**src/hw/oar_pkg.sv**
```systemverilog
// constants, field layouts and types shared by the overload restart block
// assumes a 20 MHz system clock and a classic wishbone master
package oar_pkg;

  // clock and tick base
  localparam int unsigned CLK_HZ   = 20_000_000;   // system clock rate
  localparam int unsigned TICK_US  = 1000;         // one timing tick, microseconds
  localparam int unsigned TICK_CYC = CLK_HZ / 1_000_000 * TICK_US;

  // durations in milliseconds, as the transmitter uses them
  localparam int unsigned DELAY_MS  = 500;         // wait before a restart pulse
  localparam int unsigned PULSE_MS  = 500;         // restart pulse length
  localparam int unsigned WINDOW_MS = 30000;       // attempt counting window
  localparam int unsigned FOLD_MS   = 10000;       // foldback hold-off after reflected trip
  localparam int unsigned PWRUP_MS  = 100;         // power-restored pulse length

  // the same durations in ticks
  localparam logic [15:0] DELAY_TK  = 16'(DELAY_MS * 1000 / TICK_US);
  localparam logic [15:0] PULSE_TK  = 16'(PULSE_MS * 1000 / TICK_US);
  localparam logic [15:0] WINDOW_TK = 16'(WINDOW_MS * 1000 / TICK_US);
  localparam logic [15:0] FOLD_TK   = 16'(FOLD_MS * 1000 / TICK_US);
  localparam logic [15:0] PWRUP_TK  = 16'(PWRUP_MS * 1000 / TICK_US);

  // restart limits selected by the strap
  localparam logic [2:0] LIM_TWO  = 3'h2;
  localparam logic [2:0] LIM_FOUR = 3'h4;

  // register byte addresses
  localparam logic [7:0] ADR_CTRL = 8'h00;
  localparam logic [7:0] ADR_STAT = 8'h04;
  localparam logic [31:0] CTRL_RST = 32'h0;

  // control field positions
  localparam int unsigned CT_DIS  = 0;             // software restart disable, level
  localparam int unsigned CT_TEST = 1;             // software restart test, write one
  localparam int unsigned CT_CLR  = 2;             // software fault clear, write one

  // status field positions
  localparam int unsigned ST_FLT   = 0;            // three fault flags
  localparam int unsigned ST_LOCK  = 3;
  localparam int unsigned ST_ACT   = 4;
  localparam int unsigned ST_CNT   = 5;            // three-bit attempt count
  localparam int unsigned ST_AUTO  = 8;
  localparam int unsigned ST_PLATE = 9;
  localparam int unsigned ST_FOLD  = 10;
  localparam int unsigned ST_FOUR  = 11;

  // pin inputs from the transmitter, all asynchronous
  localparam int unsigned NPINS = 14;
  typedef struct packed {
    logic plate_ovl;     // plate overload pulse
    logic screen_ovl;    // screen overload pulse
    logic refl_ovl;      // reflected power overload pulse
    logic fault_clr;     // panel fault clear switch
    logic rst_dis;       // restart disable switch
    logic rst_test;      // restart test switch
    logic mains_ok;      // primary power present
    logic auto_cmd;      // select automatic level control
    logic man_cmd;       // select manual level control
    logic lower_cmd;     // remote lower
    logic raise_cmd;     // remote raise
    logic supply_ok;     // control supply present
    logic level2_req;    // second power level request
    logic limit_four;    // strap: four attempts instead of two
  } oar_pins_t;

  // restart sequencer states
  typedef enum logic [2:0] {
    SQ_IDLE  = 3'b001,
    SQ_WAIT  = 3'b010,
    SQ_PULSE = 3'b100
  } oar_seq_t;

endpackage

```
**src/hw/oar_sync.sv**
```systemverilog
// three-flop input synchroniser with agreement filter for all pins
// assumes pins are asynchronous to clk_i
`timescale 1ns/100ps
`default_nettype none
module oar_sync
  import oar_pkg::*;
(
  input  wire logic             clk_i,
  input  wire logic             rst_i,
  input  wire logic [NPINS-1:0] raw_i,
  output var  logic [NPINS-1:0] level_o
);

  logic [NPINS-1:0] s1_q;   // metastable stage, read only by s2
  logic [NPINS-1:0] s2_q;
  logic [NPINS-1:0] s3_q;

  ////////////////////////////////////////////////////////////////////////
  genvar i;
  generate
    for (i = 0; i < NPINS; i++) begin : g_bit
      // a change counts only once stages two and three agree
      always_ff @(posedge clk_i) begin
        if (rst_i) begin
          s1_q[i]    <= 1'b0;
          s2_q[i]    <= 1'b0;
          s3_q[i]    <= 1'b0;
          level_o[i] <= 1'b0;
        end else begin
          s1_q[i] <= raw_i[i];
          s2_q[i] <= s1_q[i];
          s3_q[i] <= s2_q[i];
          if (s2_q[i] == s3_q[i]) begin
            level_o[i] <= s3_q[i];
          end
        end
      end
    end
  endgenerate

endmodule
`default_nettype wire

```
**src/hw/oar_tick.sv**
```systemverilog
// tick prescaler: one-cycle pulse every CYC clocks
// assumes CYC of at least one
`timescale 1ns/100ps
`default_nettype none
module oar_tick
  import oar_pkg::*;
#(
  parameter int unsigned CYC = TICK_CYC
) (
  input  wire logic clk_i,
  input  wire logic rst_i,
  output var  logic tick_o
);

  logic [31:0] cnt_q;   // cycles into the current tick

  // free-running divider
  always_ff @(posedge clk_i) begin
    if (rst_i) begin
      cnt_q  <= 32'h0;
      tick_o <= 1'b0;
    end else if (cnt_q == 32'(CYC - 1)) begin
      cnt_q  <= 32'h0;
      tick_o <= 1'b1;
    end else begin
      cnt_q  <= cnt_q + 32'h1;
      tick_o <= 1'b0;
    end
  end

endmodule
`default_nettype wire

```
**src/hw/oar_top.sv**
```systemverilog
// overload memory and automatic restart controller with wishbone registers
// assumes asynchronous panel and relay pins, one 20 MHz clock, sync reset
`timescale 1ns/100ps
`default_nettype none
// Contract
// - each overload sets its own flag and lamp
// - flags hold until fault clear is pressed
// - any overload drops plate power enable
// - overload also triggers restart in same cycle
// - default limit two restarts per window
// - strap selects limit two or four
// - wait half second, then half second pulse
// - restart pulse asserts plate-on request
// - restart lamp lit during pulse
// - count attempts, block at the limit
// - lockout lamp lit while blocked
// - window expiry clears count and lockout
// - expiry below limit also clears count
// - disable input suppresses all restarts
// - test input triggers restart without fault flag
// - mains return gives brief plate-on pulse
// - latched auto/manual selection with two lamps
// - raise and lower drive motor while held
// - control supply loss removes plate power
// - reflected trip holds off foldback ten seconds
module oar_top
  import oar_pkg::*;
#(
  parameter int unsigned TICK_CYCLES = TICK_CYC   // shorten for simulation
) (
  input  wire logic        clk_i,
  input  wire logic        rst_i,
  input  wire logic        wb_cyc_i,
  input  wire logic        wb_stb_i,
  input  wire logic        wb_we_i,
  input  wire logic [7:0]  wb_adr_i,
  input  wire logic [3:0]  wb_sel_i,
  input  wire logic [31:0] wb_dat_i,
  output var  logic [31:0] wb_dat_o,
  output var  logic        wb_ack_o,
  input  wire oar_pins_t   pins_i,
  output var  logic        plate_trip_lamp_o,
  output var  logic        screen_trip_lamp_o,
  output var  logic        reflected_trip_lamp_o,
  output var  logic        plate_enable_o,
  output var  logic        plate_on_req_o,
  output var  logic        restart_active_lamp_o,
  output var  logic        restart_blocked_lamp_o,
  output var  logic        automatic_level_lamp_o,
  output var  logic        manual_level_lamp_o,
  output var  logic        motor_lower_o,
  output var  logic        motor_raise_o,
  output var  logic        second_level_o,
  output var  logic        foldback_inhibit_o
);
  ////////////////////////////////////////////////////////////////////////
  // synchronised pins and timing tick
  oar_pins_t   lvl;          // filtered pin levels
  oar_pins_t   prev_q;       // levels one cycle ago, for edges
  logic        tick;         // one pulse per timing tick
  oar_sync u_sync (
    .clk_i   (clk_i),
    .rst_i   (rst_i),
    .raw_i   (pins_i),
    .level_o (lvl)
  );
  oar_tick #(
    .CYC (TICK_CYCLES)
  ) u_tick (
    .clk_i  (clk_i),
    .rst_i  (rst_i),
    .tick_o (tick)
  );
  // remember last levels so each pin change is seen once
  always_ff @(posedge clk_i) begin
    if (rst_i) begin
      prev_q <= '0;
    end else begin
      prev_q <= lvl;
    end
  end
  logic [2:0]  ovl_lvl;      // overload levels plate, screen, reflected
  logic [2:0]  ovl_rise;     // overload onsets
  logic        test_rise;    // restart test switch onset
  logic        mains_rise;   // primary power returned
  logic        auto_rise;    // automatic selection pulse
  logic        man_rise;     // manual selection pulse
  assign ovl_lvl    = {lvl.refl_ovl, lvl.screen_ovl, lvl.plate_ovl};
  assign ovl_rise   = ovl_lvl & ~{prev_q.refl_ovl, prev_q.screen_ovl, prev_q.plate_ovl};
  assign test_rise  = lvl.rst_test & ~prev_q.rst_test;
  assign mains_rise = lvl.mains_ok & ~prev_q.mains_ok;
  assign auto_rise  = lvl.auto_cmd & ~prev_q.auto_cmd;
  assign man_rise   = lvl.man_cmd & ~prev_q.man_cmd;
  ////////////////////////////////////////////////////////////////////////
  // wishbone slave, one wait state, unmapped reads return zero
  logic        sw_dis_q;     // software restart disable
  logic        sw_test_q;    // software test, one-cycle pulse
  logic        sw_clr_q;     // software fault clear, one-cycle pulse
  logic        wb_req;       // fresh request this cycle
  logic        wb_wr;        // fresh write to the control register
  logic [31:0] stat;         // live status word
  assign wb_req = wb_cyc_i & wb_stb_i & ~wb_ack_o;
  assign wb_wr  = wb_req & wb_we_i & wb_sel_i[0] & (wb_adr_i == ADR_CTRL);
  // ack for one cycle; the ~ack term keeps a held request from double-acking
  always_ff @(posedge clk_i) begin
    if (rst_i) begin
      wb_ack_o <= 1'b0;
    end else begin
      wb_ack_o <= wb_req;
    end
  end
  // control register; test and clear self-clear after one cycle
  always_ff @(posedge clk_i) begin
    if (rst_i) begin
      sw_dis_q  <= CTRL_RST[CT_DIS];
      sw_test_q <= CTRL_RST[CT_TEST];
      sw_clr_q  <= CTRL_RST[CT_CLR];
    end else begin
      sw_test_q <= wb_wr & wb_dat_i[CT_TEST];
      sw_clr_q  <= wb_wr & wb_dat_i[CT_CLR];
      if (wb_wr) begin
        sw_dis_q <= wb_dat_i[CT_DIS];
      end
    end
  end
  // read data latched with the ack
  always_ff @(posedge clk_i) begin
    if (rst_i) begin
      wb_dat_o <= 32'h0;
    end else if (wb_req & ~wb_we_i) begin
      case (wb_adr_i)
        ADR_CTRL: wb_dat_o <= {31'h0, sw_dis_q};
        ADR_STAT: wb_dat_o <= stat;
        default:  wb_dat_o <= 32'h0;
      endcase
    end
  end
  ////////////////////////////////////////////////////////////////////////
  // fault memory
  logic [2:0]  flt_q;        // plate, screen, reflected sticky flags
  logic        fault_clr;    // panel or software clear
  assign fault_clr = lvl.fault_clr | sw_clr_q;
  // a new overload wins over a clear in the same cycle
  always_ff @(posedge clk_i) begin
    if (rst_i) begin
      flt_q <= 3'h0;
    end else begin
      flt_q <= (flt_q & ~{3{fault_clr}}) | ovl_rise;
    end
  end
  assign plate_trip_lamp_o     = flt_q[0];
  assign screen_trip_lamp_o    = flt_q[1];
  assign reflected_trip_lamp_o = flt_q[2];
  ////////////////////////////////////////////////////////////////////////
  // restart sequencer
  oar_seq_t    seq_q;        // sequencer state
  logic [15:0] seq_tmr_q;    // ticks left in wait or pulse
  logic [2:0]  cnt_q;        // restart attempts in the window
  logic [2:0]  limit;        // attempts allowed in a window
  logic        lockout;      // limit reached
  logic        disabled;     // pin or software disable
  logic        trig;         // restart trigger
  logic        accept;       // trigger taken by the sequencer
  logic        seq_done;     // wait or pulse timer runs out
  logic        start_pulse;  // a restart pulse begins
  // the strap is static, so its filtered level is used as it stands
  assign limit    = lvl.limit_four ? LIM_FOUR : LIM_TWO;
  assign lockout  = (cnt_q >= limit);
  assign disabled = lvl.rst_dis | sw_dis_q;
  // overload onsets feed the sequencer directly; test bypasses the flags
  assign trig     = (|ovl_rise) | test_rise | sw_test_q;
  assign accept   = (seq_q == SQ_IDLE) & trig & ~disabled & ~lockout;
  assign seq_done = tick & (seq_tmr_q == 16'h1);
  // a pulse started while already locked or disabled is dropped
  assign start_pulse = (seq_q == SQ_WAIT) & seq_done & ~lockout & ~disabled;
  // triggers during a running wait or pulse are absorbed, one sequence at a time
  always_ff @(posedge clk_i) begin
    if (rst_i) begin
      seq_q     <= SQ_IDLE;
      seq_tmr_q <= 16'h0;
    end else begin
      case (seq_q)
        SQ_IDLE: begin
          if (accept) begin
            seq_q     <= SQ_WAIT;
            seq_tmr_q <= DELAY_TK;
          end
        end
        SQ_WAIT: begin
          if (disabled) begin
            seq_q <= SQ_IDLE;
          end else if (seq_done) begin
            seq_q     <= lockout ? SQ_IDLE : SQ_PULSE;
            seq_tmr_q <= PULSE_TK;
          end else if (tick) begin
            seq_tmr_q <= seq_tmr_q - 16'h1;
          end
        end
        SQ_PULSE: begin
          if (seq_done | disabled) begin
            seq_q <= SQ_IDLE;
          end else if (tick) begin
            seq_tmr_q <= seq_tmr_q - 16'h1;
          end
        end
        default: begin
          seq_q <= SQ_IDLE;
        end
      endcase
    end
  end
  ////////////////////////////////////////////////////////////////////////
  // attempt window and counter
  logic        win_q;        // window running
  logic [15:0] win_tmr_q;    // ticks left in the window
  logic        win_end;      // window expires this cycle
  assign win_end = win_q & tick & (win_tmr_q == 16'h1);
  // expiry clears the count; a pulse in the same cycle opens a fresh window
  always_ff @(posedge clk_i) begin
    if (rst_i) begin
      win_q     <= 1'b0;
      win_tmr_q <= 16'h0;
      cnt_q     <= 3'h0;
    end else begin
      if (win_end) begin
        cnt_q <= start_pulse ? 3'h1 : 3'h0;
        win_q <= start_pulse;
        win_tmr_q <= WINDOW_TK;
      end else begin
        if (start_pulse) begin
          cnt_q <= cnt_q + 3'h1;
        end
        if (~win_q & ((accept & (cnt_q == 3'h0)) | start_pulse)) begin
          win_q     <= 1'b1;
          win_tmr_q <= WINDOW_TK;
        end else if (win_q & tick) begin
          win_tmr_q <= win_tmr_q - 16'h1;
        end
      end
    end
  end
  assign restart_active_lamp_o = seq_q[2];
  logic        lock_lamp_q;  // lockout lamp
  // lamp follows the counter one cycle late
  always_ff @(posedge clk_i) begin
    if (rst_i) begin
      lock_lamp_q <= 1'b0;
    end else begin
      lock_lamp_q <= lockout;
    end
  end
  assign restart_blocked_lamp_o = lock_lamp_q;
  ////////////////////////////////////////////////////////////////////////
  // power-restored pulse
  logic        pwr_q;        // power-restored pulse running
  logic [15:0] pwr_tmr_q;    // ticks left in it
  // brief plate-on request after mains comes back
  always_ff @(posedge clk_i) begin
    if (rst_i) begin
      pwr_q     <= 1'b0;
      pwr_tmr_q <= 16'h0;
    end else if (mains_rise) begin
      pwr_q     <= 1'b1;
      pwr_tmr_q <= PWRUP_TK;
    end else if (pwr_q & tick) begin
      pwr_tmr_q <= pwr_tmr_q - 16'h1;
      if (pwr_tmr_q == 16'h1) begin
        pwr_q <= 1'b0;
      end
    end
  end
  ////////////////////////////////////////////////////////////////////////
  // plate control
  logic        req_q;        // plate-on request toward the relays
  logic        plate_q;      // plate power enable
  // restart pulse and power return both act like the plate-on switch
  always_ff @(posedge clk_i) begin
    if (rst_i) begin
      req_q <= 1'b0;
    end else begin
      req_q <= seq_q[2] | pwr_q;
    end
  end
  // an overload or a missing control supply beats any plate-on request
  always_ff @(posedge clk_i) begin
    if (rst_i) begin
      plate_q <= 1'b0;
    end else if ((|ovl_lvl) | ~lvl.supply_ok) begin
      plate_q <= 1'b0;
    end else if (req_q) begin
      plate_q <= 1'b1;
    end
  end
  assign plate_on_req_o = req_q;
  assign plate_enable_o = plate_q;
  ////////////////////////////////////////////////////////////////////////
  // level control selection, motor drive, second level
  logic        auto_q;       // automatic level selected
  logic        man_q;        // manual level selected
  logic        lower_q;      // motor toward lower power
  logic        raise_q;      // motor toward higher power
  logic        lvl2_q;       // second power level relay
  // bistable selection; manual after reset
  always_ff @(posedge clk_i) begin
    if (rst_i) begin
      auto_q <= 1'b0;
      man_q  <= 1'b1;
    end else if (auto_rise) begin
      auto_q <= 1'b1;
      man_q  <= 1'b0;
    end else if (man_rise) begin
      auto_q <= 1'b0;
      man_q  <= 1'b1;
    end
  end
  // conflicting raise and lower stop the motor rather than fight
  always_ff @(posedge clk_i) begin
    if (rst_i) begin
      lower_q <= 1'b0;
      raise_q <= 1'b0;
      lvl2_q  <= 1'b0;
    end else begin
      lower_q <= lvl.lower_cmd & ~lvl.raise_cmd;
      raise_q <= lvl.raise_cmd & ~lvl.lower_cmd;
      lvl2_q  <= lvl.level2_req;
    end
  end
  assign automatic_level_lamp_o = auto_q;
  assign manual_level_lamp_o    = man_q;
  assign motor_lower_o          = lower_q;
  assign motor_raise_o          = raise_q;
  assign second_level_o         = lvl2_q;
  ////////////////////////////////////////////////////////////////////////
  // foldback hold-off after a reflected trip
  logic        fold_q;       // foldback inhibited
  logic [15:0] fold_tmr_q;   // ticks left
  // full-power sampling of reflected power after restart needs foldback off
  always_ff @(posedge clk_i) begin
    if (rst_i) begin
      fold_q     <= 1'b0;
      fold_tmr_q <= 16'h0;
    end else if (ovl_rise[2]) begin
      fold_q     <= 1'b1;
      fold_tmr_q <= FOLD_TK;
    end else if (fold_q & tick) begin
      fold_tmr_q <= fold_tmr_q - 16'h1;
      if (fold_tmr_q == 16'h1) begin
        fold_q <= 1'b0;
      end
    end
  end
  assign foldback_inhibit_o = fold_q;
  ////////////////////////////////////////////////////////////////////////
  // status word, rebuilt every cycle from the live state
  always_comb begin
    stat                      = 32'h0;
    stat[ST_FLT +: 3]         = flt_q;
    stat[ST_LOCK]             = lockout;
    stat[ST_ACT]              = seq_q[2];
    stat[ST_CNT +: 3]         = cnt_q;
    stat[ST_AUTO]             = auto_q;
    stat[ST_PLATE]            = plate_q;
    stat[ST_FOLD]             = fold_q;
    stat[ST_FOUR]             = lvl.limit_four;
  end
endmodule
`default_nettype wire

```
**config.mk**
```make
export PLATFORM = sky130hd
export DESIGN_NAME = oar_top
export DESIGN_NICKNAME = d
export VERILOG_FILES = /design/src/hw/oar_pkg.sv /design/src/hw/oar_sync.sv /design/src/hw/oar_tick.sv /design/src/hw/oar_top.sv
export SDC_FILE = /design/constraint.sdc
export NUM_CORES = 1
export LEC_CHECK = 0
export ABC_CLOCK_PERIOD_IN_PS = 3200
export BUFFER_PORTS_ARGS = -buffer_cell sky130_fd_sc_hd__buf_2
export CORE_MARGIN = 3
export CORE_UTILIZATION = 53
export CTS_BUF_LIST = sky130_fd_sc_hd__clkbuf_4 sky130_fd_sc_hd__clkbuf_8
export CTS_CLUSTER_DIAMETER = 120
export DETAILED_ROUTE_END_ITERATION = 8
export GPL_TIMING_DRIVEN = 0
export PLACE_DENSITY = 0.74
export SLEW_MARGIN = 5
export SYNTH_ARGS = -nofsm -noshare
export SYNTH_HDL_FRONTEND = slang
export SYNTH_SLANG_ARGS = --single-unit
```
**constraint.sdc**
```tcl
create_clock -name clk_i -period 3.2 [get_ports clk_i]
set_clock_uncertainty 0.05 [all_clocks]
set_input_delay 0.64 -clock clk_i [delete_from_list [all_inputs] [get_ports clk_i]]
set_output_delay 0.64 -clock clk_i [all_outputs]
set_load 0.05 [all_outputs]
```
==> Flow_metrics.wiki <==
{| class="wikitable"
! Metric !! Value
|-
| Area share of the leading cell type in the synthesized netlist || 0.494
|-
| FF+latch count, synth || between 150 and 200
|-
| Number of buffer cells added on primary ports || between 50 and 60
|-
| Antenna violations before repair || 0
|-
| Number of buffers inserted during clock tree synthesis || 17
|-
| Post-synthesis cell count || 870
|-
| Setup TNS || 0 ns
|-
| Initial core utilization || 0.544
|-
| Number of core rows || 44
|-
| Quantity of hold-fixing buffers added after cts || 0
|-
| Fillers || 1234
|-
| Die Span X || approximately 130 µm
|-
| Distinct cells, synth || 59
|-
| Category of the critical setup timing path || reg -> reg
|-
| Max-capacitance violation count || 0
|-
| Aggregate global-route resource usage || 0.193
|-
| Path depth of the worst reg2reg path || 9
|-
| Hold Path End || sw_clr_q
|-
| First DRT Iteration DRCs || 345
|-
| Slew at the pin closest to its max-slew limit || about 0.95 ns
|-
| Leakage power total || between 0.003 and 0.004 µW
|-
| Nets || just over 1000
|-
| Worst max-slew margin expressed relative to the limit || 0.363
|-
| Power density over the cells || roughly 480 nW/µm²
|-
| Path type of the worst min-delay path || in -> reg
|-
| Vias in the first global route || roughly 5400
|-
| Antenna-violating nets left || 0
|-
| Total number of yosys warnings || 0
|-
| IR drop worst, VDD || roughly 0.37 mV
|-
| Layout cells sized above 1 || 0.129
|-
| Total clock sinks || just under 200
|-
| Final HPWL DP || roughly 11000 µm
|-
| Worst Min Path Start || wb_dat_i[2]
|-
| Setup Viol. Count Final || 0
|-
| Pin count of the biggest net entering global routing || 17
|-
| Cell depth of the worst min-delay path || 2
|-
| Clock transition at path regs || 0.09 ns
|-
| Routed wire per std cell || between 10 and 15 µm
|-
| Share of async-settable or async-resettable flops after synthesis || 0
|-
| Required @ worst endpoint || about 3.5 ns
|-
| # IOs || between 100 and 150
|-
| Result of the run || finished clean
|-
| Biggest area contributors in the synthesized netlist || dfxtp_1 49%, nor2_1 5.2%, nor2b_1 4.4%
|-
| Number of H-tree levels || 4
|-
| Global-route wire length before repair || roughly 26000 µm
|-
| Synth Cell Area || roughly 7900 µm²
|-
| Reg-to-Reg Start || u_sync.level_o[0]
|-
| Via-per-instance ratio || ~5.2
|-
| Endpoints failing hold || 0
|-
| Area growth, synth to finish || 12.3%
|-
| Max Fanout on Critical Path || 9
|-
| Crit Reg-Reg Endpoint || win_tmr_q[1]
|-
| Endpoint class of the critical path || flop
|-
| PnR Total Power || 4260 µW
|-
| Sequential fraction of the synthesis area || 0.494
|-
| Mean area per synthesized cell || 9.13 µm²
|-
| Synth cell count leaders || 196 x dfxtp_1, 110 x nor2_1, 62 x a21oi_1
|-
| Leading register cell type out of synthesis || dfxtp_1
|-
| Leftover overflow at the end of global routing || 0
|-
| Area of the core || 14600 µm²
|-
| Height of the chip || roughly 130 µm
|-
| Length of the first detailed-routing pass in iterations || 5
|-
| DRC violation count after routing || 0
|-
| Final Max Slew Viols || 0
|-
| Clock latency of the later-clocked register in the worst-skew pair || around 0.46 ns
|-
| Antenna Cells || 0
|-
| Period Utilization, post-route || 0.877
|-
| Final RePlAce weighted congestion || roughly 0.8
|-
| Clock tree buffer depth || 2
|-
| Unrepaired setup endpoints after global routing || false
|-
| Dominant cell by count in the synthesized netlist || dfxtp_1
|-
| Post-synth EDFFs || 0
|-
| Achievable Freq || between 300 and 400 MHz
|-
| Die area || around 16000 µm²
|-
| Number of vias in the routed layout || between 6000 and 7000
|-
| Min Clock Period, post-route || about 2.8 ns
|-
| Minimum setup slack among reg-to-reg paths || slightly below 0.4 ns
|-
| Data arrival time of the critical path || about 3 ns
|-
| Clock tree from TritonCTS || done
|-
| Dominant cell type by area after synthesis || dfxtp_1
|-
| Total routed wirelength || around 16000 µm
|-
| CP startpoint kind || flop
|-
| CTS root buf || clkbuf_8
|}
## metrics by stage
| stage | cells | area (µm²) | util | setup WS [ns] | hold slack (ns) |
|---|---|---|---|---|---|
| 6_report | 1159 | 8920 | 0.611 | 0.393 | 0.323 |
| 5_1_grt | 1159 | 8920 | 0.611 | 0.185 | 0.304 |
| 4_1_cts | 1159 | 8900 | 0.610 | 0.167 | 0.299 |
| 3_5_place_dp | 1128 | 8520 | 0.584 | 0.186 | 0.371 |
| 3_3_place_gp | 1128 | 8520 | 0.584 | 0.223 | 0.367 |
| 2_1_floorplan | 889 | 8010 | - | 0.810 | 0.364 |
## report_power, final
part	total [µW]	leakage, µW	switching [µW]	internal [µW]
Sequential	2490	0.00159	19.1	2470
Combinational	232	0.00163	153	79.1
Clock	1540	0.000200	844	691
## registers in the layout, indices dropped and copies added (netlist names), 16 cells and up
register	cells
fold_tmr_q	16
win_tmr_q	16
seq_tmr_q	16
pwr_tmr_q	16
u_tick.cnt_q	32
## layer usage
layer | up-vias | GRT usage | share of wire | wire, µm
met5 | - | 0 | 0 | 0
met4 | 0 | 0.0624 | 0.0098 | 153
met3 | 13 | 0.0407 | 0.043 | 671
met2 | 98 | 0.306 | 0.46 | 7210
met1 | 2800 | 0.265 | 0.48 | 7530
li1 | 3144 | - | - | -
## worst max-delay path: stages (launching register included)
cell and delay (ns):
dfxtp_1 0.42, inv_1 0.10, ha_1 0.28, and3b_1 0.21, nor4b_4 0.44, o31ai_2 0.26
o21ai_0 0.30, a21o_1 0.15, clkbuf_1 0.37, a311oi_1 0.09
## cells in the final DEF (no fill, tap or decap), types with 5 or more instances in the layout
cell type	synthesis	final
nor3_1	18	18
nor2b_1	56	56
clkbuf_8	0	19
nor4_1	24	23
xor2_1	35	35
conb_1	1	20
buf_2	3	58
clkbuf_1	29	29
o21ai_0	24	24
ha_1	13	13
inv_1	17	17
a21oi_1	62	62
or4_1	5	5
and3_1	6	6
nor3b_1	7	7
buf_4	20	20
and4_1	10	10
o31ai_1	8	7
dfxtp_1	196	196
nor2_1	110	110
a311oi_1	8	8
nand2_1	61	61
nand4_1	8	8
xnor2_1	37	37
a22oi_1	10	10
nand2b_1	16	16
nand3_1	21	21
or3_1	6	6
## final cells by class
class	instances	area, µm²	share of cell area
well taps	184	230	0.0258
flip-flops and latches	196	3920	0.440
inverters	17	63.8	0.00716
multi-input cells	622	3750	0.421
repair buffers	55	275	0.0309
clock buffers	22	284	0.0319
plain buffers	54	289	0.0324
clock inverters	9	95.1	0.0107
## kinds of logic after synthesis
| logic type | after synthesis | synth area share |
|---|---|---|
| and+or+nand+nor | 380 | 0.255 |
| DFF | 196 | 0.494 |
| AOI/OAI and AO/OA | 134 | 0.102 |
| xor gates and xnor gates | 72 | 0.0794 |
| buffers and inverters | 71 | 0.0444 |
| adders and majority gates | 13 | 0.0205 |
| muxes | 3 | 0.00394 |
| other | 1 | 0.000472 |
## worst max path at each step
stage                           start             to  slack, ns
floorplan                    seq_q[2]  seq_tmr_q[11]       0.81
global placement          wb_adr_i[5]   wb_dat_o[10]       0.22
CTS                 u_sync.level_o[0]   win_tmr_q[1]       0.17
global route        u_sync.level_o[0]   seq_tmr_q[8]       0.19
finish              u_sync.level_o[0]   win_tmr_q[1]       0.39
detailed placement  u_sync.level_o[0]  win_tmr_q[15]       0.19
## what timing repair did
action	4_1_cts	5_1_grt
endpoints found under the setup margin	0	19
buffers inserted	0	0
gates resized for setup	0	2
(Power assumes the default switching activity.)
